**src/hdl/uhl_pkg.sv**
```systemverilog
package uhl_pkg;

  // ---------------------------------------------------------------------------
  // Register map
  // ---------------------------------------------------------------------------
  localparam logic [31:0] ADDR_IRQ_ON = 32'h4002_0010;
  localparam logic [31:0] ADDR_IRQ_OFF = 32'h4002_0014;
  localparam logic [31:0] ADDR_COMM_BASE = 32'h4002_0018;
  localparam logic [31:0] ADDR_PERIODIC_NOW = 32'h4002_001c;
  localparam logic [31:0] ADDR_CTRL_FIRST = 32'h4002_0020;
  localparam logic [31:0] ADDR_CTRL_NOW = 32'h4002_0024;
  localparam logic [31:0] ADDR_BULK_FIRST = 32'h4002_0028;
  localparam logic [31:0] ADDR_BULK_NOW = 32'h4002_002c;
  localparam logic [31:0] ADDR_DONE_HEAD = 32'h4002_0030;
  localparam logic [31:0] ADDR_FRAME_CFG = 32'h4002_0034;
  localparam logic [31:0] ADDR_FRAME_LEFT = 32'h4002_0038;
  localparam logic [31:0] ADDR_FRAME_COUNT = 32'h4002_003c;
  localparam logic [31:0] ADDR_EVENT_STATUS = 32'h4002_0060;

  // ---------------------------------------------------------------------------
  // Field layout
  // ---------------------------------------------------------------------------
  localparam int IRQ_SRC_W = 7;
  localparam int MASTER_BIT = 31;
  localparam int BIT_OVERRUN = 0;
  localparam int BIT_DONE_WRITE = 1;
  localparam int BIT_FRAME_BEGIN = 2;
  localparam int BIT_WAKE_SEEN = 3;
  localparam int BIT_FATAL_ERROR = 4;
  localparam int BIT_FRAME_WRAP = 5;
  localparam int BIT_HUB_CHANGE = 6;
  localparam int TOGGLE_BIT = 31;
  localparam int FRAME_LEN_W = 14;
  localparam int PKT_LSB = 16;
  localparam int PKT_W = 15;
  localparam int FRAME_NUM_W = 16;
  localparam logic [31:0] COMM_BASE_MASK = 32'hffff_ff00;
  localparam logic [31:0] DESC_MASK = 32'hffff_fff0;

  // ---------------------------------------------------------------------------
  // Reset values
  // ---------------------------------------------------------------------------
  localparam logic [13:0] FRAME_LEN_RESET = 14'h2edf;
  localparam logic [14:0] PKT_RESET = 15'h0000;
  localparam logic [31:0] ZERO_WORD = 32'h0000_0000;

  typedef struct packed {
    logic [31:0] addr;
    logic [31:0] wdata;
    logic wr;
    logic rd;
  } uhl_bus_req_t;

  typedef struct packed {
    logic [31:0] periodicDesc;
    logic periodicLoad;
    logic [31:0] ctrlDesc;
    logic ctrlLoad;
    logic [31:0] bulkDesc;
    logic bulkLoad;
    logic [31:0] doneDesc;
    logic doneWritten;
    logic hubChange;
    logic fatalError;
    logic wakeSeen;
    logic overrun;
  } uhl_engine_t;

  typedef enum logic [1:0] {
    DW_IDLE,
    DW_HELD
  } uhl_done_state_t;

endpackage

```
**src/hdl/uhl_regs.sv**
```systemverilog
`timescale 1ns/10ps
`default_nettype none
module uhl_regs
  import uhl_pkg::*;
(
  input wire logic clk_sys,
  input wire logic rst,
  input wire uhl_pkg::uhl_bus_req_t busReq,
  output var logic [31:0] rdata,
  input wire logic bitTick,
  input wire uhl_pkg::uhl_engine_t engine,
  output var logic irqOut,
  output var logic startAllowed,
  output var logic [31:0] commAreaBase,
  output var logic [31:0] ctrlListFirst,
  output var logic [31:0] bulkListFirst,
  output var logic [31:0] ctrlListNow,
  output var logic [31:0] bulkListNow,
  output var logic frameBeginPulse
);
  typedef struct packed {
    logic [31:0] rdata;
    logic irq;
    logic startOk;
    logic frameBegin;
    logic [31:0] commBase;
    logic [31:0] periodicNow;
    logic [31:0] ctrlFirst;
    logic [31:0] ctrlNow;
    logic [31:0] bulkFirst;
    logic [31:0] bulkNow;
    logic [31:0] finished_queue_head;
    logic intervalToggle;
    logic [PKT_W-1:0] largestFsPacket;
    logic [FRAME_LEN_W-1:0] frameLength;
    logic [IRQ_SRC_W-1:0] flags;
    logic frameTopBit;
    uhl_done_state_t doneState;
  } uhl_reg_state_t;

  uhl_reg_state_t state_q;
  uhl_reg_state_t state_d;
  logic masterOn;
  logic [IRQ_SRC_W-1:0] srcOn;
  logic [FRAME_LEN_W-1:0] frameTimeLeft;
  logic remainingToggle;
  logic [FRAME_NUM_W-1:0] frameCountValue;
  logic frameStart;
  logic [IRQ_SRC_W-1:0] events;
  logic [IRQ_SRC_W-1:0] clearMask;

  // ---------------------------------------------------------------------------
  // Submodules
  // ---------------------------------------------------------------------------
  uhl_irq_enable uEnable (
    .clk_sys(clk_sys),
    .rst(rst),
    .setWr(busReq.wr && busReq.addr == ADDR_IRQ_ON),
    .clrWr(busReq.wr && busReq.addr == ADDR_IRQ_OFF),
    .wdata(busReq.wdata),
    .masterOn(masterOn),
    .srcOn(srcOn)
  );

  uhl_frame_timer uTimer (
    .clk_sys(clk_sys),
    .rst(rst),
    .bitTick(bitTick),
    .frameLength(state_q.frameLength),
    .intervalToggle(state_q.intervalToggle),
    .frameTimeLeft(frameTimeLeft),
    .remainingToggle(remainingToggle),
    .frameCountValue(frameCountValue),
    .frameStart(frameStart)
  );

  // ---------------------------------------------------------------------------
  // Event sources
  // ---------------------------------------------------------------------------
  always_comb
  begin
    events = '0;
    events[BIT_OVERRUN] = engine.overrun;
    events[BIT_DONE_WRITE] = engine.doneWritten && state_q.doneState == DW_IDLE;
    events[BIT_FRAME_BEGIN] = frameStart;
    events[BIT_WAKE_SEEN] = engine.wakeSeen;
    events[BIT_FATAL_ERROR] = engine.fatalError;
    events[BIT_FRAME_WRAP] = frameCountValue[FRAME_NUM_W-1] != state_q.frameTopBit;
    events[BIT_HUB_CHANGE] = engine.hubChange;
    clearMask = '0;
    if (busReq.wr && busReq.addr == ADDR_EVENT_STATUS)
    begin
      clearMask = busReq.wdata[IRQ_SRC_W-1:0];
    end
  end

  // ---------------------------------------------------------------------------
  // Next state
  // ---------------------------------------------------------------------------
  always_comb
  begin
    state_d = state_q;
    state_d.frameTopBit = frameCountValue[FRAME_NUM_W-1];
    state_d.frameBegin = frameStart;
    // Set wins over a clear in the same cycle so no event is lost.
    state_d.flags = (state_q.flags & ~clearMask) | events;
    state_d.irq = masterOn && |(state_d.flags & srcOn);
    state_d.startOk = {1'b0, frameTimeLeft} > state_q.largestFsPacket;

    if (engine.periodicLoad)
    begin
      state_d.periodicNow = engine.periodicDesc & DESC_MASK;
    end
    if (engine.doneWritten && state_q.doneState == DW_IDLE)
    begin
      state_d.finished_queue_head = engine.doneDesc & DESC_MASK;
    end
    case (state_q.doneState)
      DW_IDLE:
      begin
        if (engine.doneWritten)
        begin
          state_d.doneState = DW_HELD;
        end
      end
      DW_HELD:
      begin
        if (!state_d.flags[BIT_DONE_WRITE])
        begin
          state_d.doneState = DW_IDLE;
        end
      end
      default:
      begin
        state_d.doneState = DW_IDLE;
      end
    endcase

    if (busReq.wr)
    begin
      case (busReq.addr)
        ADDR_COMM_BASE: state_d.commBase = busReq.wdata & COMM_BASE_MASK;
        ADDR_CTRL_FIRST: state_d.ctrlFirst = busReq.wdata & DESC_MASK;
        ADDR_CTRL_NOW: state_d.ctrlNow = busReq.wdata & DESC_MASK;
        ADDR_BULK_FIRST: state_d.bulkFirst = busReq.wdata & DESC_MASK;
        ADDR_BULK_NOW: state_d.bulkNow = busReq.wdata & DESC_MASK;
        ADDR_FRAME_CFG:
        begin
          state_d.intervalToggle = busReq.wdata[TOGGLE_BIT];
          state_d.largestFsPacket = busReq.wdata[PKT_LSB +: PKT_W];
          state_d.frameLength = busReq.wdata[FRAME_LEN_W-1:0];
        end
        default:
        begin
          state_d.commBase = state_d.commBase;
        end
      endcase
    end
    if (engine.ctrlLoad)
    begin
      state_d.ctrlNow = engine.ctrlDesc & DESC_MASK;
    end
    if (engine.bulkLoad)
    begin
      state_d.bulkNow = engine.bulkDesc & DESC_MASK;
    end

    state_d.rdata = ZERO_WORD;
    if (busReq.rd)
    begin
      case (busReq.addr)
        ADDR_IRQ_ON, ADDR_IRQ_OFF:
        begin
          state_d.rdata[MASTER_BIT] = masterOn;
          state_d.rdata[IRQ_SRC_W-1:0] = srcOn;
        end
        ADDR_COMM_BASE: state_d.rdata = state_q.commBase;
        ADDR_PERIODIC_NOW: state_d.rdata = state_q.periodicNow;
        ADDR_CTRL_FIRST: state_d.rdata = state_q.ctrlFirst;
        ADDR_CTRL_NOW: state_d.rdata = state_q.ctrlNow;
        ADDR_BULK_FIRST: state_d.rdata = state_q.bulkFirst;
        ADDR_BULK_NOW: state_d.rdata = state_q.bulkNow;
        ADDR_DONE_HEAD: state_d.rdata = state_q.finished_queue_head;
        ADDR_FRAME_CFG:
        begin
          state_d.rdata[TOGGLE_BIT] = state_q.intervalToggle;
          state_d.rdata[PKT_LSB +: PKT_W] = state_q.largestFsPacket;
          state_d.rdata[FRAME_LEN_W-1:0] = state_q.frameLength;
        end
        ADDR_FRAME_LEFT:
        begin
          state_d.rdata[TOGGLE_BIT] = remainingToggle;
          state_d.rdata[FRAME_LEN_W-1:0] = frameTimeLeft;
        end
        ADDR_FRAME_COUNT: state_d.rdata[FRAME_NUM_W-1:0] = frameCountValue;
        ADDR_EVENT_STATUS: state_d.rdata[IRQ_SRC_W-1:0] = state_q.flags;
        default: state_d.rdata = ZERO_WORD;
      endcase
    end
  end

  // ---------------------------------------------------------------------------
  // State register
  // ---------------------------------------------------------------------------
  always_ff @(posedge clk_sys or posedge rst)
  begin
    if (rst)
    begin
      state_q <= '0;
      state_q.frameLength <= FRAME_LEN_RESET;
      state_q.largestFsPacket <= PKT_RESET;
      state_q.doneState <= DW_IDLE;
    end
    else
    begin
      state_q <= state_d;
    end
  end

  assign rdata = state_q.rdata;
  assign irqOut = state_q.irq;
  assign startAllowed = state_q.startOk;
  assign commAreaBase = state_q.commBase;
  assign ctrlListFirst = state_q.ctrlFirst;
  assign bulkListFirst = state_q.bulkFirst;
  assign ctrlListNow = state_q.ctrlNow;
  assign bulkListNow = state_q.bulkNow;
  assign frameBeginPulse = state_q.frameBegin;
endmodule
`default_nettype wire

```
**src/hdl/uhl_irq_enable.sv**
```systemverilog
`timescale 1ns/10ps
`default_nettype none
module uhl_irq_enable
  import uhl_pkg::*;
(
  input wire logic clk_sys,
  input wire logic rst,
  input wire logic setWr,
  input wire logic clrWr,
  input wire logic [31:0] wdata,
  output var logic masterOn,
  output var logic [uhl_pkg::IRQ_SRC_W-1:0] srcOn
);
  typedef struct packed {
    logic master;
    logic [IRQ_SRC_W-1:0] src;
  } uhl_en_state_t;

  uhl_en_state_t state_q;
  uhl_en_state_t state_d;

  always_comb
  begin
    state_d = state_q;
    if (setWr)
    begin
      state_d.master = state_q.master | wdata[MASTER_BIT];
      state_d.src = state_q.src | wdata[IRQ_SRC_W-1:0];
    end
    if (clrWr)
    begin
      state_d.master = state_d.master & ~wdata[MASTER_BIT];
      state_d.src = state_d.src & ~wdata[IRQ_SRC_W-1:0];
    end
  end

  always_ff @(posedge clk_sys or posedge rst)
  begin
    if (rst)
    begin
      state_q <= '0;
    end
    else
    begin
      state_q <= state_d;
    end
  end

  assign masterOn = state_q.master;
  assign srcOn = state_q.src;
endmodule
`default_nettype wire

```
**src/hdl/uhl_frame_timer.sv**
```systemverilog
`timescale 1ns/10ps
`default_nettype none
module uhl_frame_timer
  import uhl_pkg::*;
(
  input wire logic clk_sys,
  input wire logic rst,
  input wire logic bitTick,
  input wire logic [uhl_pkg::FRAME_LEN_W-1:0] frameLength,
  input wire logic intervalToggle,
  output var logic [uhl_pkg::FRAME_LEN_W-1:0] frameTimeLeft,
  output var logic remainingToggle,
  output var logic [uhl_pkg::FRAME_NUM_W-1:0] frameCountValue,
  output var logic frameStart
);
  typedef struct packed {
    logic [FRAME_LEN_W-1:0] left;
    logic toggle;
    logic [FRAME_NUM_W-1:0] count;
    logic start;
  } uhl_timer_state_t;

  uhl_timer_state_t state_q;
  uhl_timer_state_t state_d;

  always_comb
  begin
    state_d = state_q;
    state_d.start = 1'b0;
    if (bitTick)
    begin
      if (state_q.left == '0)
      begin
        state_d.left = frameLength;
        state_d.toggle = intervalToggle;
        state_d.count = state_q.count + 1'b1;
        state_d.start = 1'b1;
      end
      else
      begin
        state_d.left = state_q.left - 1'b1;
      end
    end
  end

  always_ff @(posedge clk_sys or posedge rst)
  begin
    if (rst)
    begin
      state_q <= '0;
    end
    else
    begin
      state_q <= state_d;
    end
  end

  assign frameTimeLeft = state_q.left;
  assign remainingToggle = state_q.toggle;
  assign frameCountValue = state_q.count;
  assign frameStart = state_q.start;
endmodule
`default_nettype wire

```
**config.mk**
```make
export PLATFORM = sky130hd
export DESIGN_NAME = uhl_regs
export DESIGN_NICKNAME = d
export VERILOG_FILES = /design/src/hdl/uhl_pkg.sv /design/src/hdl/uhl_regs.sv /design/src/hdl/uhl_irq_enable.sv /design/src/hdl/uhl_frame_timer.sv
export SDC_FILE = /design/constraint.sdc
export NUM_CORES = 1
export LEC_CHECK = 0
export BUFFER_PORTS_ARGS = -buffer_cell sky130_fd_sc_hd__clkbuf_2
export CORE_MARGIN = 2
export CORE_UTILIZATION = 55
export DETAILED_ROUTE_END_ITERATION = 16
export GPL_TIMING_DRIVEN = 0
export PLACE_DENSITY = 0.82
export REMOVE_ABC_BUFFERS = 1
export SLEW_MARGIN = 20
export SYNTH_ARGS = -nofsm -noshare
export SYNTH_HDL_FRONTEND = slang
export SYNTH_HIERARCHICAL = 1
export SYNTH_SLANG_ARGS = --single-unit
```
**constraint.sdc**
```tcl
create_clock -name clk_sys -period 12.1 [get_ports clk_sys]
set_input_delay 0.605 -clock clk_sys [delete_from_list [all_inputs] [get_ports clk_sys]]
set_output_delay 0.605 -clock clk_sys [all_outputs]
set_load 0.05 [all_outputs]
```
==> impl_metrics.toml, run 1 <==
[timing]
hold_viol = 0
post-route-period-util = 0.312
final.setup.tns_ns = 0
worstMarginPinSlew_ns = 1.14
clock_skew_ns = 0.00990
fin_crit_ns = 3.78
slew_headroom = 0.240
whs_ns = 0.155
setup_viol = 0
max_freq_mhz = 265
slew_viol_final = 0
rsz0062_at_grt = "false"

[synth]
synth_top_area_share = 0.471
synth.distinct_cells = 67
ys_warn_count = 6
seq_area_frac_synth = 0.489
synth_edf_count = 0
async_flop_share = 1.00
syn_avg_cell_area_um2 = 11.6
synthesis.area_mm2 = 0.0157
syn_inst = 1354
synth_top_area_cell = "dfrtp_1"
synthFlopType = "dfrtp_1"
synthTopCellsByArea = "dfrtp_1 47%, mux2_2 12%, buf_4 9.2%"
ys_ff_latch = 306

[global_routing]
antenna_found_initial = 1
grt_pass1_wl_um = 72300
overflow = 0
track_usage = 0.310
grt_pass1_vias = 12400
grt_start_max_net_pins = 108

[pwr]
power.switching_mw = 0.768
p_comb_frac = 0.154
pwr-share-seq = 0.446
power_leakage_nw = 9.00
p_total_mw = 2.73
clockPowerShare = 0.400
peakVddDrop_uv = 103
p_sw_frac = 0.281
p_per_area_mw_per_mm2 = 152
internal-power_mw = 1.96

[run_status]
outcome = "complete, no violations"

[clock_tree]
cts_tree = "built"
clk_latency_ns = 0.51
cts-buffers-inserted = 34
cts_setup_buffers = 0
cts_root_buffer = "clkbuf_16"
clk_path_buf_depth = 3
cts.sinks = 306
clk_pin_slew_worst_paths_ns = 0.06
cts_hold_buf = 0
ctsResizeCount = 0
cts_max_level = 2

[critical_path]
cp.arrival_ns = 4.16
reg2reg_depth = 6
cp-startpoint = "busReq[60]"
worstSetupEndpoint = "state_q[34]$_DFFE_PP0P_"
cp-end-kind = "register"
worstPathMaxFanout = 18
critical_path_required_ns = 12.48
worst_r2r_startpoint = "uTimer/frameTimeLeft[0]$_DFFE_PP0P_"
r2r_end = "uTimer/frameTimeLeft[11]$_DFFE_PP0P_"
ff2ff_setup_slack_ns = 9.58
crit_type = "in2reg"
startpoint_type = "primary input"

[layout]
num_antenna_cells = 0
areaGrowthSynthToFinish_pct = 14.7
register_area_mm2 = 0.00767
final_cell_mix = "357 x clkbuf_2, 295 x dfrtp_1, 163 x mux2_2"
fill_cells = 2137
layout-drive-gt1-share = 0.429
final_common_cell = "clkbuf_2"
layout.cells.non_filler = 1945
multi_input_area_mm2 = 0.00632
fin_nets = 1763

[worst_hold_path]
hold_path.class = "in2async"

[drt]
post_drt_wl_per_cell_um = 23.9
antenna_left = 0
via_count = 11900
via_per_inst = 6.12
wirelength_um = 46400
dr.pass1.iters = 6
dr.first_iter.drc_count = 1173
drc_errors = 0

[floorplanning]
die_width_um = 173
ios = 400
dieHeight_um = 173
start_util = 0.561
dieArea_mm2 = 0.0299
fp.coreArea_mm2 = 0.0279
placementRows = 61

[place]
io_buffers = 359
post-dp-hpwl_um = 33200
dp.cells = 1884
gp_congestion = 0.881

[flow_run]
maxCapViolations = 0
-- sequential cells by signal, indices dropped and copies added (netlist names) --
register	flops
state_q	95
rdata	32
bulkListFirst	28
bulkListNow	28
ctrlListFirst	28
ctrlListNow	28
commAreaBase	24
uTimer/frameCountValue	16
uTimer/frameTimeLeft	14
uEnable/srcOn	7
frameBeginPulse	1
irqOut	1
startAllowed	1
uEnable/masterOn	1
uTimer/frameStart	1
uTimer/remainingToggle	1
-- worst min path at each step --
stage / startpoint / to / cells past startpoint
2_1_floorplan: uTimer/frameStart$_DFF_PP0_ / frameBeginPulse$_DFF_PP0_ / 0
3_3_place_gp: uTimer/frameStart$_DFF_PP0_ / frameBeginPulse$_DFF_PP0_ / 0
3_5_place_dp: uTimer/frameStart$_DFF_PP0_ / frameBeginPulse$_DFF_PP0_ / 0
4_1_cts: rst / uEnable/srcOn[6]$_DFF_PP0_ / 2
5_1_grt: rst / uEnable/srcOn[6]$_DFF_PP0_ / 2
6_report: rst / uEnable/masterOn$_DFF_PP0_ / 2
-- metrics by stage --
step                instance area, um^2  setup WS [ns]   util
floorplan                         14000           4.19      -
global placement                  16300           1.16  0.584
detailed placement                16800           7.97  0.601
CTS                               18000           8.51  0.644
global route                      18000           8.05  0.644
finish                            18000           8.32  0.644
-- cells by family after synthesis --
family	after synthesis	share of synthesized area
AOI/OAI and AO/OA	258	0.121
xor gates and xnor gates	16	0.00894
adders and majority gates	16	0.0128
buffers and inverters	287	0.118
DFF	306	0.489
muxes	241	0.168
other	1	0.000239
and+or+nand+nor	229	0.0815
-- synth_stat cells, drive strengths merged (11+ instances only) --
cell type  count
ha            16
clkbuf        39
mux2i         58
nor3          23
dfrtp        295
inv           31
nand3         15
o21ai         66
nor2          23
nand2        116
xor2          11
a22oi         30
buf          217
nor4          12
dfstp         11
mux2         183
a31oi         21
a222oi        51
a21oi         29
-- layer usage --
layer  global-route usage  wire length, um
met1                0.389            17500
met2                0.513            22400
met3               0.0719             4460
met4                0.139             2010
met5                    0               11
-- worst max-delay path, cell delays in order --
cell,delay [ns]
clkbuf_2,0.09
nor4_1,0.30
nand3_1,0.38
nor4_1,0.51
nand2_1,0.36
nor2_2,0.82
nand2_2,0.47
buf_16,0.31
mux2_2,0.28
-- power by group through the flow --
stage	Clock, mW	Sequential, mW	Combinational (mW)
floorplan	0	1.26	0.230
global placement	0	1.23	0.400
detailed placement	0	1.23	0.419
CTS	1.10	1.22	0.422
global route	1.15	1.23	0.461
finish	1.09	1.22	0.420
-- layout make-up --
cell class	instances	area share
Sequential cell	306	0.426
Multi-Input combinational cell	784	0.351
Timing Repair Buffer	385	0.123
Clock buffer	54	0.0595
Tap cell	378	0.0263
Inverter	31	0.00689
Clock inverter	7	0.00654
Note: power is estimated with default switching activity, not from simulation.
==> inputs of run 2 (changes only) <==
--- a/config.mk
+++ b/config.mk
@@ -7,10 +7,10 @@
 export LEC_CHECK = 0
 export BUFFER_PORTS_ARGS = -buffer_cell sky130_fd_sc_hd__clkbuf_2
 export CORE_MARGIN = 2
-export CORE_UTILIZATION = 55
+export CORE_UTILIZATION = 49
 export DETAILED_ROUTE_END_ITERATION = 16
 export GPL_TIMING_DRIVEN = 0
-export PLACE_DENSITY = 0.82
+export PLACE_DENSITY = 0.78
 export REMOVE_ABC_BUFFERS = 1
 export SLEW_MARGIN = 20
 export SYNTH_ARGS = -nofsm -noshare
==> constraint.sdc (replaced) <==
create_clock -name clk_sys -period 3.4 [get_ports clk_sys]
set_input_delay 0.17 -clock clk_sys [delete_from_list [all_inputs] [get_ports clk_sys]]
set_output_delay 0.17 -clock clk_sys [all_outputs]
set_load 0.05 [all_outputs]
==> impl_metrics.toml, run 2 (synthesis results as in run 1) <==
[critical_path]
cp.arrival_ns = 3.58
crit_type = "in2reg"
startpoint_type = "primary input"
ff2ff_setup_slack_ns = 0.82
cp-end-kind = "register"
worst_r2r_startpoint = "uTimer/frameTimeLeft[0]$_DFFE_PP0P_"
r2r_end = "uTimer/frameTimeLeft[3]$_DFFE_PP0P_"
crit_chain = "clkbuf_2 > nor4_1 > nand3_1 > or4_1 > nor3_4 > nand2_4 > mux2i_1 > o21ai_0"
slowest_delay_ns = 0.78
reg2reg_depth = 6
worstPathMaxFanout = 28
critical_path_required_ns = 3.73
slowest_stage = "or4_1"

[layout]
fin_nets = 1913
final_cell_area_mm2 = 0.0194
multi_input_area_mm2 = 0.00633
top_register = "state_q"
fill_cells = 2363
areaGrowthSynthToFinish_pct = 23.6
utilization = 0.615
final_cell_mix = "357 x clkbuf_2, 295 x dfrtp_1, 163 x mux2_2"
layout-drive-gt1-share = 0.392
register_area_mm2 = 0.00767
largest_reg_flops = 95
final_common_cell = "clkbuf_2"

[pwr]
power_leakage_nw = 9.55
clockPowerShare = 0.375
internal-power_mw = 6.84
p_total_mw = 9.62
pwr-share-seq = 0.452
p_comb_frac = 0.173
power.switching_mw = 2.78
p_per_area_mw_per_mm2 = 496
p_sw_frac = 0.289
peakVddDrop_uv = 381

[drt]
top_layer = "met4"
post_drt_wl_per_cell_um = 24.6
dr.first_iter.drc_count = 1272
via_count = 12800
drt-met1-wl_um = 19300
wirelength_um = 52000
dr.pass1.iters = 8
met2WireLength_um = 24800
drc_errors = 0
wl_met3_um = 4930
antenna_left = 0
via_per_inst = 6.07

[global_routing]
track_usage = 0.308
grt_start_max_net_pins = 105
grt_pass1_vias = 13400
overflow = 0
grt_pass1_wl_um = 78400
antenna_found_initial = 1

[floorplanning]
ios = 400
dieHeight_um = 183
dieArea_mm2 = 0.0335
die_width_um = 183
fp.coreArea_mm2 = 0.0316
start_util = 0.497
placementRows = 65

[clock_tree]
clk_path_buf_depth = 3
clk_latency_ns = 0.51
clk_pin_slew_worst_paths_ns = 0.06
cts.sinks = 306
cts_max_level = 2
cts_tree = "built"
cts-buffers-inserted = 35
cts_root_buffer = "clkbuf_16"

[timing]
hold_viol = 0
max_freq_mhz = 308
worstMarginPinSlew_ns = 1.23
slew_viol_final = 0
clock_skew_ns = 0.0110
slew_headroom = 0.178
rsz0062_at_grt = "false"
finalWorstSetupSlack_ns = 0.149
setup_viol = 0
whs_ns = 0.0191
post-route-period-util = 0.956
fin_crit_ns = 3.25

[place]
post-dp-hpwl_um = 34600
dpl_cell_area_mm2 = 0.0168
io_buffers = 359
gp_congestion = 0.858
post-place-ws_ns = -0.525

[worst_hold_path]
hold_path_end = "ctrlListFirst[19]$_DFFE_PP0P_"
min-delay-start = "busReq[21]"
hold_path.class = "in2reg"
hold_path_depth = 2

[flow_run]
maxCapViolations = 0

[run_status]
outcome = "complete, no violations"
-- run 2: cell types whose count changed in the layout (fill, tap and decap cells not counted), sizes merged --
cell | before | now
inv | 32 | 31
diode | 0 | 1
clkinvlp | 0 | 1
bufinv | 3 | 1
clkinv | 3 | 4
dlygate4sd3 | 0 | 144
buf | 27 | 32
-- run 2: per-layer routing --
| layer | track usage | vias to the layer above |
|---|---|---|
| li1 | - | 5415 |
| met1 | 0.381 | 6364 |
| met2 | 0.501 | 855 |
| met3 | 0.0719 | 212 |
| met4 | 0.171 | 0 |
| met5 | 0 | - |
-- run 2: repair_timing --
| item | 4_1_cts | 5_1_grt |
|---|---|---|
| pin swaps | 0 | 1 |
| cloned | 0 | 0 |
| setup buffers | 0 | 5 |
| hold buffers | 144 | 0 |
| endpoints found under the setup margin | 17 | 13 |
| gates resized for setup | 1 | 1 |
| endpoints found under the hold margin | 281 | 0 |
-- run 2: power by group through the flow --
| stage | registers (mW) | clock network, mW | logic (mW) |
|---|---|---|---|
| 6_report | 4.35 | 3.61 | 1.66 |
| 5_1_grt | 4.38 | 3.82 | 1.80 |
| 4_1_cts | 4.33 | 3.65 | 1.64 |
| 3_5_place_dp | 4.40 | 0 | 1.50 |
| 3_3_place_gp | 4.37 | 0 | 1.43 |
| 2_1_floorplan | 4.50 | 0 | 0.818 |
-- run 2: through the flow --
stage	setup TNS, ns	std cells
floorplan	-1064.15	1121
finish	0	2118
global route	0	2118
global placement	-2261.72	1882
CTS	0	2112
detailed placement	-15.85	1908
-- run 2: final cells by class --
type | instances | area share
timing repair buffer | 534 | 0.190
sequential | 306 | 0.396
multi-input combinational | 784 | 0.327
tap | 402 | 0.0259
clock buffer | 54 | 0.0526
inverter | 31 | 0.00639
clock inverter | 6 | 0.00297
antenna | 1 | 0.000129
-- run 2: worst max-delay path by stage --
stage                    start                             to  slack [ns]  cells after the start
floorplan                  rst  bulkListFirst[10]$_DFFE_PP0P_       -4.08                      1
global placement           rst  bulkListFirst[23]$_DFFE_PP0P_       -7.16                      2
detailed placement  busReq[60]        state_q[33]$_DFFE_PP0P_       -0.52                      9
CTS                 busReq[60]        state_q[33]$_DFFE_PP0P_        0.31                      9
global route        busReq[60]    bulkListNow[24]$_DFFE_PP0P_        0.05                      8
finish              busReq[60]    bulkListNow[24]$_DFFE_PP0P_        0.15                      8
-- run 2: critical path, delay by kind of cell --
kind	cells	cell delay (ns)
mux	1	0.38
simple gates	5	2.77
compound gates	1	0.15
buf+inv	1	0.08
